`config.mk`:
```
export PLATFORM = sky130hd
export DESIGN_NAME = smc_spi_master
export DESIGN_NICKNAME = d
export VERILOG_FILES = /design/src/hw/smc_pkg.sv /design/src/hw/smc_clock_gen.sv /design/src/hw/smc_spi_master.sv
export SDC_FILE = /design/constraint.sdc
export NUM_CORES = 1
export LEC_CHECK = 0
export ABC_AREA = 1
export BUFFER_PORTS_ARGS = -buffer_cell sky130_fd_sc_hd__buf_2
export CORE_ASPECT_RATIO = 1.75
export CORE_MARGIN = 8
export CORE_UTILIZATION = 30
export DETAILED_ROUTE_END_ITERATION = 10
export GPL_ROUTABILITY_DRIVEN = 0
export PLACE_DENSITY = 0.54
export SYNTH_ARGS = -nofsm -noshare
export SYNTH_HDL_FRONTEND = slang
export SYNTH_SLANG_ARGS = --single-unit
export TNS_END_PERCENT = 20
```
`constraint.sdc`:
```
create_clock -name pclk -period 1.7 [get_ports pclk]
set_input_delay 0.085 -clock pclk [delete_from_list [all_inputs] [get_ports pclk]]
set_output_delay 0.085 -clock pclk [all_outputs]
set_load 0.05 [all_outputs]
```
`src/hw/smc_pkg.sv`:
```
// Constants, register map and types of the serial master block.
// Assumes one clock (pclk) and an APB slave port with 32-bit data.

package smc_pkg;

  // ==========================================================================
  // Register map (indices; byte address is four times the index)
  localparam int unsigned SMC_ADDR_W   = 8;
  localparam int unsigned SMC_IDX_CFG  = 'h29;
  localparam int unsigned SMC_IDX_CTL  = 'h2b;
  localparam int unsigned SMC_IDX_TX   = 'h2c;
  localparam int unsigned SMC_IDX_RX   = 'h2d;
  localparam logic [SMC_ADDR_W-1:0] SMC_ADDR_CFG = 8'(SMC_IDX_CFG * 4);
  localparam logic [SMC_ADDR_W-1:0] SMC_ADDR_CTL = 8'(SMC_IDX_CTL * 4);
  localparam logic [SMC_ADDR_W-1:0] SMC_ADDR_TX  = 8'(SMC_IDX_TX * 4);
  localparam logic [SMC_ADDR_W-1:0] SMC_ADDR_RX  = 8'(SMC_IDX_RX * 4);

  // ==========================================================================
  // Control register bit positions
  localparam int unsigned SMC_CTL_LSB_FIRST = 7;
  localparam int unsigned SMC_CTL_OVERRUN   = 6;
  localparam int unsigned SMC_CTL_COMPLETE  = 5;
  localparam int unsigned SMC_CTL_TX_EMPTY  = 4;
  localparam int unsigned SMC_CTL_RX_FULL   = 3;
  localparam int unsigned SMC_CTL_CPHA      = 2;
  localparam int unsigned SMC_CTL_CPOL      = 1;
  localparam int unsigned SMC_CTL_ENABLE    = 0;

  // ==========================================================================
  // Reset values and timing
  localparam logic [7:0] SMC_CFG_RESET   = 8'h00;
  localparam logic [7:0] SMC_CTL_RESET   = 8'h00;
  localparam logic       SMC_MOSI_IDLE   = 1'b1;
  localparam logic [3:0] SMC_LAST_HALF   = 4'hf;
  localparam int unsigned SMC_FIRST_CLK_CYCLES = 2;

  // Configuration register as laid out in its byte
  typedef struct packed {
    logic [2:0] clk_sel;
    logic       bypass;
    logic       ss_val;
    logic       ss_en_n;
    logic       int_sel;
    logic       slave;
  } smc_cfg_type;

  typedef enum logic [1:0] {
    SMC_IDLE = 2'b00,
    SMC_RUN  = 2'b01
  } smc_state_type;

endpackage : smc_pkg

```
`src/hw/smc_clock_gen.sv`:
```
// Serial clock divider with resynchronised tap.
// Assumes run is a synchronous level on pclk; counter is held at zero while low.
`timescale 1ns/1ps

module smc_clock_gen
  import smc_pkg::*;
(
  input  wire logic       pclk,
  input  wire logic       presetn,
  input  wire logic       run,
  input  wire logic [2:0] clk_sel,
  output logic            half_tick
);

  logic [7:0] div_count;
  logic       tap_sync;
  logic       tap_prev;

  // ==========================================================================
  // Divider chain, held in reset while the block is off
  always_ff @(posedge pclk or negedge presetn) begin
    if (!presetn) begin
      div_count <= 8'h00;
    end else if (!run) begin
      div_count <= 8'h00;
    end else begin
      div_count <= div_count + 8'h01;
    end
  end

  // ==========================================================================
  // Tap resync; each tap change is one half serial period
  always_ff @(posedge pclk or negedge presetn) begin
    if (!presetn) begin
      tap_sync <= 1'b0;
      tap_prev <= 1'b0;
    end else if (!run) begin
      tap_sync <= 1'b0;
      tap_prev <= 1'b0;
    end else begin
      tap_sync <= div_count[clk_sel];
      tap_prev <= tap_sync;
    end
  end

  assign half_tick = run & (tap_sync ^ tap_prev);

endmodule // smc_clock_gen

```
`src/hw/smc_spi_master.sv`:
```
// Serial master block: APB register file, clock generation and shifter.
// Assumes APB master on pclk; miso and ss_pin_n come from pins.
`timescale 1ns/1ps

module smc_spi_master
  import smc_pkg::*;
(
  input  wire logic                  pclk,
  input  wire logic                  presetn,
  input  wire logic                  psel,
  input  wire logic                  penable,
  input  wire logic                  pwrite,
  input  wire logic [SMC_ADDR_W-1:0] paddr,
  input  wire logic [31:0]           pwdata,
  output logic [31:0]                prdata,
  output logic                       pready,
  output logic                       pslverr,
  input  wire logic                  spi_miso,
  input  wire logic                  ss_pin_n,
  output logic                       spi_sclk,
  output logic                       spi_mosi,
  output logic                       slave_select_n,
  output logic                       spi_irq
);

  smc_cfg_type   cfg;
  logic [7:0]    ctl;
  logic [7:0]    transmit_buffer;
  logic [7:0]    receive_buffer;
  logic [7:0]    shift_data_reg;
  logic          tx_full;
  logic          rx_full;
  logic          complete;
  logic          overrun;
  logic          irq_armed;
  logic          sample_bit;
  logic          early_ok;
  smc_state_type state;
  logic [3:0]    half;
  logic [1:0]    miso_sync;
  logic [1:0]    ss_sync;
  logic          miso_in;
  logic          ss_in_n;
  logic          enable;
  logic          master_on;
  logic          tx_empty;
  logic          tick;
  logic          lead;
  logic          capture;
  logic          rx_load;
  logic          ovr_evt;
  logic          done_evt;
  logic          load_now;
  logic          setup;
  logic          access;
  logic          addr_ok;
  logic          wr_cfg;
  logic          wr_ctl;
  logic          wr_tx;
  logic          rd_ctl;
  logic          rd_rx;
  logic [3:0]    rx_half;

  // ==========================================================================
  // APB decode
  assign setup   = psel & ~penable;
  assign access  = psel & penable;
  assign addr_ok = (paddr == SMC_ADDR_CFG) | (paddr == SMC_ADDR_CTL) |
                   (paddr == SMC_ADDR_TX) | (paddr == SMC_ADDR_RX);
  assign pready  = 1'b1;
  assign pslverr = access & ~addr_ok;
  assign wr_cfg  = access & pwrite & (paddr == SMC_ADDR_CFG);
  assign wr_ctl  = access & pwrite & (paddr == SMC_ADDR_CTL);
  assign wr_tx   = access & pwrite & (paddr == SMC_ADDR_TX);
  assign rd_ctl  = access & ~pwrite & (paddr == SMC_ADDR_CTL);
  assign rd_rx   = access & ~pwrite & (paddr == SMC_ADDR_RX);

  assign enable    = ctl[SMC_CTL_ENABLE];
  assign master_on = enable & ~cfg.slave;
  assign tx_empty  = enable & ~tx_full;

  // Read data is captured in the setup cycle so it comes from a flop
  always_ff @(posedge pclk or negedge presetn) begin
    if (!presetn) begin
      prdata <= 32'h0000_0000;
    end else if (setup) begin
      case (paddr)
        SMC_ADDR_CFG: prdata <= {24'h00_0000, cfg};
        SMC_ADDR_CTL: prdata <= {24'h00_0000, ctl[7], overrun, complete,
                                 tx_empty, rx_full, ctl[2:0]};
        SMC_ADDR_RX:  prdata <= {24'h00_0000, receive_buffer};
        default:      prdata <= 32'h0000_0000;
      endcase
    end
  end

  // ==========================================================================
  // Configuration and control registers
  always_ff @(posedge pclk or negedge presetn) begin
    if (!presetn) begin
      cfg <= smc_cfg_type'(SMC_CFG_RESET);
    end else if (wr_cfg && !enable) begin
      cfg <= smc_cfg_type'(pwdata[7:0]);
    end
  end

  // Only the writable bits are stored; status bits live in their own flops
  always_ff @(posedge pclk or negedge presetn) begin
    if (!presetn) begin
      ctl <= SMC_CTL_RESET;
    end else if (wr_ctl) begin
      ctl <= {pwdata[SMC_CTL_LSB_FIRST], 4'h0, pwdata[SMC_CTL_CPHA],
              pwdata[SMC_CTL_CPOL], pwdata[SMC_CTL_ENABLE]};
    end
  end

  // ==========================================================================
  // Pin inputs
  always_ff @(posedge pclk or negedge presetn) begin
    if (!presetn) begin
      miso_sync <= 2'b00;
      ss_sync   <= 2'b11;
    end else begin
      miso_sync <= {miso_sync[0], spi_miso};
      ss_sync   <= {ss_sync[0], ss_pin_n};
    end
  end

  assign miso_in = cfg.bypass ? spi_miso : miso_sync[1];
  assign ss_in_n = cfg.bypass ? ss_pin_n : ss_sync[1];

  // Resolved select level; only the slave role would act on it
  assign slave_select_n = cfg.ss_en_n ? ss_in_n : cfg.ss_val;

  // ==========================================================================
  // Clock generation
  smc_clock_gen u_clock_gen (
    .pclk      (pclk),
    .presetn   (presetn),
    .run       (master_on),
    .clk_sel   (cfg.clk_sel),
    .half_tick (tick)
  );

  // ==========================================================================
  // Edge classification; even half index is a leading edge
  assign lead     = ~half[0];
  assign capture  = (state == SMC_RUN) & tick & (lead ^ ctl[SMC_CTL_CPHA]);
  assign rx_half  = ctl[SMC_CTL_CPHA] ? SMC_LAST_HALF : SMC_LAST_HALF - 4'h1;
  assign rx_load  = capture & (half == rx_half);
  assign ovr_evt  = (state == SMC_RUN) & tick & (half == rx_half - 4'h1);
  assign done_evt = (state == SMC_RUN) & tick & (half == SMC_LAST_HALF);
  assign load_now = master_on & tx_full &
                    ((state == SMC_IDLE) | (done_evt & early_ok));

  function automatic logic [7:0] shift_in(input logic [7:0] sh, input logic b,
                                          input logic lsb_first);
    shift_in = lsb_first ? {b, sh[7:1]} : {sh[6:0], b};
  endfunction

  // ==========================================================================
  // Sequencer
  always_ff @(posedge pclk or negedge presetn) begin
    if (!presetn) begin
      state <= SMC_IDLE;
      half  <= 4'h0;
    end else if (!master_on) begin
      state <= SMC_IDLE;
      half  <= 4'h0;
    end else begin
      case (state)
        SMC_IDLE: begin
          half <= 4'h0;
          if (tx_full) begin
            state <= SMC_RUN;
          end
        end
        SMC_RUN: begin
          if (tick) begin
            half <= half + 4'h1;
            if (half == SMC_LAST_HALF && !load_now) begin
              state <= SMC_IDLE;
            end
          end
        end
        default: begin
          state <= SMC_IDLE;
          half  <= 4'h0;
        end
      endcase
    end
  end

  // Byte must already be waiting one half period before the last edge
  always_ff @(posedge pclk or negedge presetn) begin
    if (!presetn) begin
      early_ok <= 1'b0;
    end else if (!master_on) begin
      early_ok <= 1'b0;
    end else if (state == SMC_RUN && tick && half == SMC_LAST_HALF - 4'h1) begin
      early_ok <= tx_full;
    end
  end

  // ==========================================================================
  // Serial clock; holds the mode's idle level outside a byte
  always_ff @(posedge pclk or negedge presetn) begin
    if (!presetn) begin
      spi_sclk <= 1'b0;
    end else if (!master_on || state == SMC_IDLE) begin
      spi_sclk <= ctl[SMC_CTL_CPOL];
    end else if (tick) begin
      spi_sclk <= ~spi_sclk;
    end
  end

  // Data output is the shifter's end bit, idle high when off
  assign spi_mosi = !master_on ? SMC_MOSI_IDLE :
                    ctl[SMC_CTL_LSB_FIRST] ? shift_data_reg[0] :
                    shift_data_reg[7];

  // ==========================================================================
  // Data path; not cleared by disable
  always_ff @(posedge pclk or negedge presetn) begin
    if (!presetn) begin
      transmit_buffer <= 8'h00;
    end else if (wr_tx) begin
      transmit_buffer <= pwdata[7:0];
    end
  end

  always_ff @(posedge pclk or negedge presetn) begin
    if (!presetn) begin
      shift_data_reg <= 8'h00;
      sample_bit     <= 1'b0;
    end else begin
      if (capture) begin
        sample_bit <= miso_in;
      end
      if (load_now) begin
        shift_data_reg <= transmit_buffer;
      end else if ((state == SMC_RUN) && tick && !capture && half != 4'h0 &&
                   half != SMC_LAST_HALF) begin
        shift_data_reg <= shift_in(shift_data_reg, sample_bit,
                                   ctl[SMC_CTL_LSB_FIRST]);
      end
    end
  end

  always_ff @(posedge pclk or negedge presetn) begin
    if (!presetn) begin
      receive_buffer <= 8'h00;
    end else if (rx_load) begin
      receive_buffer <= shift_in(shift_data_reg, miso_in,
                                 ctl[SMC_CTL_LSB_FIRST]);
    end
  end

  // ==========================================================================
  // Status flags; a set in the clearing cycle wins
  always_ff @(posedge pclk or negedge presetn) begin
    if (!presetn) begin
      tx_full <= 1'b0;
    end else if (!enable) begin
      tx_full <= 1'b0;
    end else if (wr_tx) begin
      tx_full <= 1'b1;
    end else if (load_now) begin
      tx_full <= 1'b0;
    end
  end

  always_ff @(posedge pclk or negedge presetn) begin
    if (!presetn) begin
      rx_full <= 1'b0;
    end else if (!enable) begin
      rx_full <= 1'b0;
    end else if (rx_load) begin
      rx_full <= 1'b1;
    end else if (rd_rx) begin
      rx_full <= 1'b0;
    end
  end

  // Only the value software actually saw is cleared
  always_ff @(posedge pclk or negedge presetn) begin
    if (!presetn) begin
      complete <= 1'b0;
      overrun  <= 1'b0;
    end else if (!enable) begin
      complete <= 1'b0;
      overrun  <= 1'b0;
    end else begin
      if (done_evt) begin
        complete <= 1'b1;
      end else if (rd_ctl && prdata[SMC_CTL_COMPLETE]) begin
        complete <= 1'b0;
      end
      if (ovr_evt && rx_full) begin
        overrun <= 1'b1;
      end else if (rd_ctl && prdata[SMC_CTL_OVERRUN]) begin
        overrun <= 1'b0;
      end
    end
  end

  // ==========================================================================
  // Interrupt
  always_ff @(posedge pclk or negedge presetn) begin
    if (!presetn) begin
      irq_armed <= 1'b0;
    end else if (!enable) begin
      irq_armed <= 1'b0;
    end else if (load_now) begin
      irq_armed <= 1'b1;
    end
  end

  assign spi_irq = cfg.int_sel ? complete : (tx_empty & irq_armed);
endmodule // smc_spi_master

```
Word-level counts from Yosys, hierarchy flattened:

Index checks and enable logic that the tools add are counted.

* add/sub/neg operators: 3
* magnitude comparators: 1
* equal/unequal tests: 19
* muxes and demuxes: 43
* bitwise gates (word level): 35
* reduce and logical (&&, ||, !) cells: 20

Operators by type and width (count)
* $mux 8: 5
* $eq 8x8->1 const B: 4
* $mux 1: 28
* $pmux 8 s3: 1
* $and 1x1->1: 22
* $mux 4: 3
* $ne 3x1->1 const B: 4
* $logic_and 1x1->1: 10
* $ne 3x3->1 const B: 3
* $add 8x1->8 const B: 1
* $eq 4x4->1: 2
* $eq 4x4->1 const B: 2
* $mux 2: 4
* $not 1->1: 7
* $add 4x1->4 const B: 1
* $logic_not 1->1: 4
* $lt 3x4->1 const B: 1
* $ne 2x1->1 const B: 2
* $ne 4x4->1 const B: 1
* $or 1x1->1: 4
* $pmux 2 s2: 1
* $reduce_bool 2->1: 2
* $reduce_bool 4->1: 1
* $bmux 1 s3: 1
* 6 further kinds: 7

* register bits: 96
* input port bits: 47
* output and inout bits: 38
* word-level logic and storage cells: 147

Longest topological paths before layout:

* depth in word-level cells: 14
* mapped depth: 9
* depth with buffers taken out: 9

Modules after synthesis:

A second synthesis with hierarchy kept.

* cells, all modules: 485
* area, all modules: 3854.9 µm²

Modules (own cells, without submodules)
* smc_spi_master: instances 1, cells an instance 415, area each 3324.4 µm², sequential area each 1529.0 µm²
* smc_clock_gen: instances 1, cells an instance 70, area each 530.5 µm², sequential area each 250.2 µm²

Worst setup path after synthesis:

No wires, ideal clock.

* path kind: register to output
* start point: register ctl[7]
* end point: output spi_mosi
* arrival: 1.686 ns
* data required time: 1.615 ns
* slack: -0.071 ns
* cell stages (with the launch flop): 3
* buffers on the path: 1
* cell sequence: dfrtp_1 -> clkbuf_1 -> o21ai_0

* word-level cells in the longest chain between the ends: 2

Ends and longest elaborated chain
* from (decl): line smc_spi_master.sv:27 `logic [7:0] ctl;`
* from (signal assigned): line smc_spi_master.sv:112 `ctl <= {pwdata[SMC_CTL_LSB_FIRST], 4'h0, pwdata[SMC_CTL_CPHA],`
* $mux 1: line smc_spi_master.sv:219 `ctl[SMC_CTL_LSB_FIRST] ? shift_data_reg[0] :`
* $mux 1: line smc_spi_master.sv:218 `assign spi_mosi = !master_on ? SMC_MOSI_IDLE :`
* to (decl): line smc_spi_master.sv:21 `output logic spi_mosi,`

Every way passes these cells.

Final worst setup path:

* start point: register cfg[0] (netlist bit)
* end point: output spi_mosi

* word-level cells in the longest chain between the ends: 3

Ends and longest elaborated chain
* from (decl): line smc_spi_master.sv:26 `smc_cfg_type cfg;`
* from (signal assigned): line smc_spi_master.sv:101 `cfg <= smc_cfg_type'(SMC_CFG_RESET);`
* from (signal assigned): line smc_spi_master.sv:103 `cfg <= smc_cfg_type'(pwdata[7:0]);`
* $not 1->1: line smc_spi_master.sv:79 `assign master_on = enable & ~cfg.slave;`
* $and 1x1->1: line smc_spi_master.sv:79
* $mux 1: line smc_spi_master.sv:218

Every way passes these cells.

==> run_results.csv <==
group,metric,value,unit
clocking,clkTransAtPathRegs,0.06,ns
sta,fin_skew,0.006917,ns
worst_hold_path,min_path_type,"in2reg",
floorplanning,fp.dieW,100.6,µm
cells_and_area,drive_gt1_share,22.75,%
setup_path,path_cells,"inv_1 > nand2_1 > a21oi_1 > o21ai_1 > buf_4",
grt,grt.overflow.total,0,
grt,grt.total_usage,12.16,%
setup_path,reg2reg_from,"half[0]",
clocking,clock_latency,0.33,ns
setup_path,startpoint_type,"flop",
grt,grt_pass1_wl,15610,µm
setup_path,cp_num_cells,5,
floorplanning,dieHeight,164.1,µm
synthesis,yosysMostFrequentCell,"nand2_1",
setup_path,crit_path_start,"cfg[0]",
power_and_ir_drop,irDropWorstVdd,0.0004685,V
sta,finalCritPeriodShare,95.15,%
sta,fin_setup_tns,0,ns
setup_path,path_delay_family,"flip-flops",
sta,rsz0062_at_grt,"true",
setup_path,crit_arrival,1.53,ns
routing,wire_per_inst,13.65,µm
routing,via_count,3121,
sta,fmax,618.2,MHz
floorplanning,start_util,30.41,%
synthesis,synth_cells,457,
setup_path,timing.critical_path.buf_inv,2,
worst_hold_path,worst_hold_startpoint,"pwdata[0]",
synthesis,synthTopCellsByCount,"122 x nand2_1, 69 x dfrtp_1, 41 x inv_1",
synthesis,synth_area_per_cell,8.227,µm²
routing,drc,0,
grt,grt_pass1_vias,3264,
sta,slew_viol_final,0,
synthesis,async_flop_share,100.0,%
clocking,cts_made_buffers,9,
synthesis,yosys_warnings,0,
floorplanning,die-area,16510,µm²
clocking,clock_path_buffers,2,
synthesis,synthDominantCellAreaShare,45.92,%
floorplanning,io_pins,85,
synthesis,synth_area_leaders,"dfrtp_1 46%, nand2_1 12%, buf_4 5.4%, o21ai_0 4.9%, nand3_1 4.8%",
outcome,status,"finished clean",
routing,wl,9431,µm
clocking,root_buffer,"clkbuf_16",
cells_and_area,multi_input_area,1674,µm²
setup_path,path_class,"reg2out",
setup_path,required,1.62,ns
cells_and_area,seq_area,1779,µm²
clocking,h-tree-depth,3,
sta,fin_crit,1.617,ns
sta,finalHoldViolations,0,
power_and_ir_drop,p_total,6036,µW
sta,setup_violations,0,
setup_path,slowest_stage,"dfrtp_1",
routing,drtIter0Drc,136,
synthesis,yosysSeqAreaShare,47.32,%
floorplanning,core_area,12360,µm²
setup_path,max_stage_delay,0.41,ns
synthesis,synth_edf_count,0,
cells_and_area,area_growth,20.53,%
flow_run,drv_cap,0,
synthesis,synth_seq_cells,71,
cells_and_area,fin_area,4532,µm²
power_and_ir_drop,p_leak,0.002294,µW
synthesis,synth_top_area_cell,"dfrtp_1",
clocking,cts_sinks,71,
clocking,post_cts_buffers,0,
worst_hold_path,whs_path_depth,3,
place,place_hpwl,7453,µm
setup_path,cp_max_fo,6,
place,port_buffers,35,
synthesis,synth_ff_type,"dfrtp_1",
floorplanning,rows,54,
power_and_ir_drop,power.density,1332,nW/µm²
synthesis,synth_cell_type_count,37,
cells_and_area,antenna_cells,0,
synthesis,synth.cell_area,3760,µm²
setup_path,r2r.worst_path.cells,8,
setup_path,cp-end-kind,"output pin",
place,place_area,4159,µm²
routing,ant_nets,0,
cells_and_area,n_fill_cell,1280,
grt,antenna_found_initial,0,
clocking,cts_tree,"built",
routing,firstDrtPassIters,4,
cells_and_area,nets,569,
grt,grt_max_degree,58,
routing,vias_per_cell,4.517,
## report_power, final
group	internal [µW]	switching [µW]
Clock	1270	697
Sequential	2060	260
Combinational	622	1130
Total	3950	2090
## placed cells by master, fill, tap and decap left out, drive strengths merged
master,netlist,layout
nor2,29,29
and3,1,1
clkinvlp,0,1
buf,30,54
o21a,2,2
mux2i,1,1
nand2,128,128
o211ai,1,1
nand4,4,4
clkbuf,1,9
bufinv,0,2
dlygate4sd3,0,4
dfstp,2,2
o21ai,51,51
conb,2,25
xnor2,1,1
o221ai,1,1
o22ai,2,2
inv,47,47
o31ai,2,2
ha,4,4
dfrtp,69,69
nor3,14,14
a21oi,19,19
nand3,40,40
or2,4,4
clkinv,1,5
a31oi,1,1
## per-layer routing
metal	GRT usage, %	vias to the layer above	part of all wire, %
met5	0	-	0
met4	8.097	0	4.1
met3	2.589	20	6.1
met2	21.94	79	52
met1	12.14	1455	38
li1	-	1567	-
## logic make-up (layout without fill, tap and decap cells)
| family | count (synthesis) | in the layout | synth area share (%) |
|---|---|---|---|
| simple gates | 220 | 220 | 27.25 |
| flops | 71 | 71 | 47.32 |
| buf+inv | 79 | 122 | 10.85 |
| xor+xnor | 1 | 1 | 0.2330 |
| compound gates | 79 | 79 | 12.55 |
| fa+ha+maj | 4 | 4 | 1.331 |
| other cells | 2 | 25 | 0.1997 |
| mux | 1 | 1 | 0.2662 |
## worst paths after layout
path                                            end  slack (ns)
max                                        spi_mosi        0.08
max reg2reg                       shift_data_reg[4]        0.12
min in group asynchronous  u_clock_gen.div_count[0]        0.20
min reg2reg                            miso_sync[1]        0.35
max in group asynchronous                ss_sync[1]        0.82
min                                          ctl[0]       0.005
## worst register-to-register path: cells and delay by family, from the launching register on
| kind | cells | cell delay (ns) |
|---|---|---|
| fa+ha+maj | 1 | 0.24 |
| compound gates | 1 | 0.13 |
| flops | 1 | 0.42 |
| simple gates | 4 | 0.40 |
| buf+inv | 2 | 0.26 |
## per-stage QoR
stage / worst slack (ns) / hold slack [ns] / utilization [%] / instances
after floorplan: -0.05360 / -0.2106 / - / 480
after global placement: 0.1028 / 0.01475 / 33.64 / 671
after detailed placement: 0.09550 / 0.02464 / 33.64 / 671
after CTS: 0.003402 / 0.001250 / 36.51 / 691
after global routing: -0.04275 / 0.02751 / 36.65 / 691
final: 0.08252 / 0.005260 / 36.65 / 691
## area by class of cell
cell class / count / area share (%)
clock inverter: 7 / 1.933
tap: 168 / 4.638
multi-input combinational: 330 / 36.94
timing repair buffer: 58 / 8.283
sequential: 71 / 39.26
inverter: 48 / 3.976
clock buffer: 9 / 4.970
## repair_timing
| item | in CTS | in global routing |
|---|---|---|
| setup endpoints to repair | 1 | 10 |
| resized for setup | 1 | 5 |
| hold endpoints to repair | 17 | 0 |
| hold buffers | 4 | 0 |
Note: power is estimated with default switching activity, not from simulation.
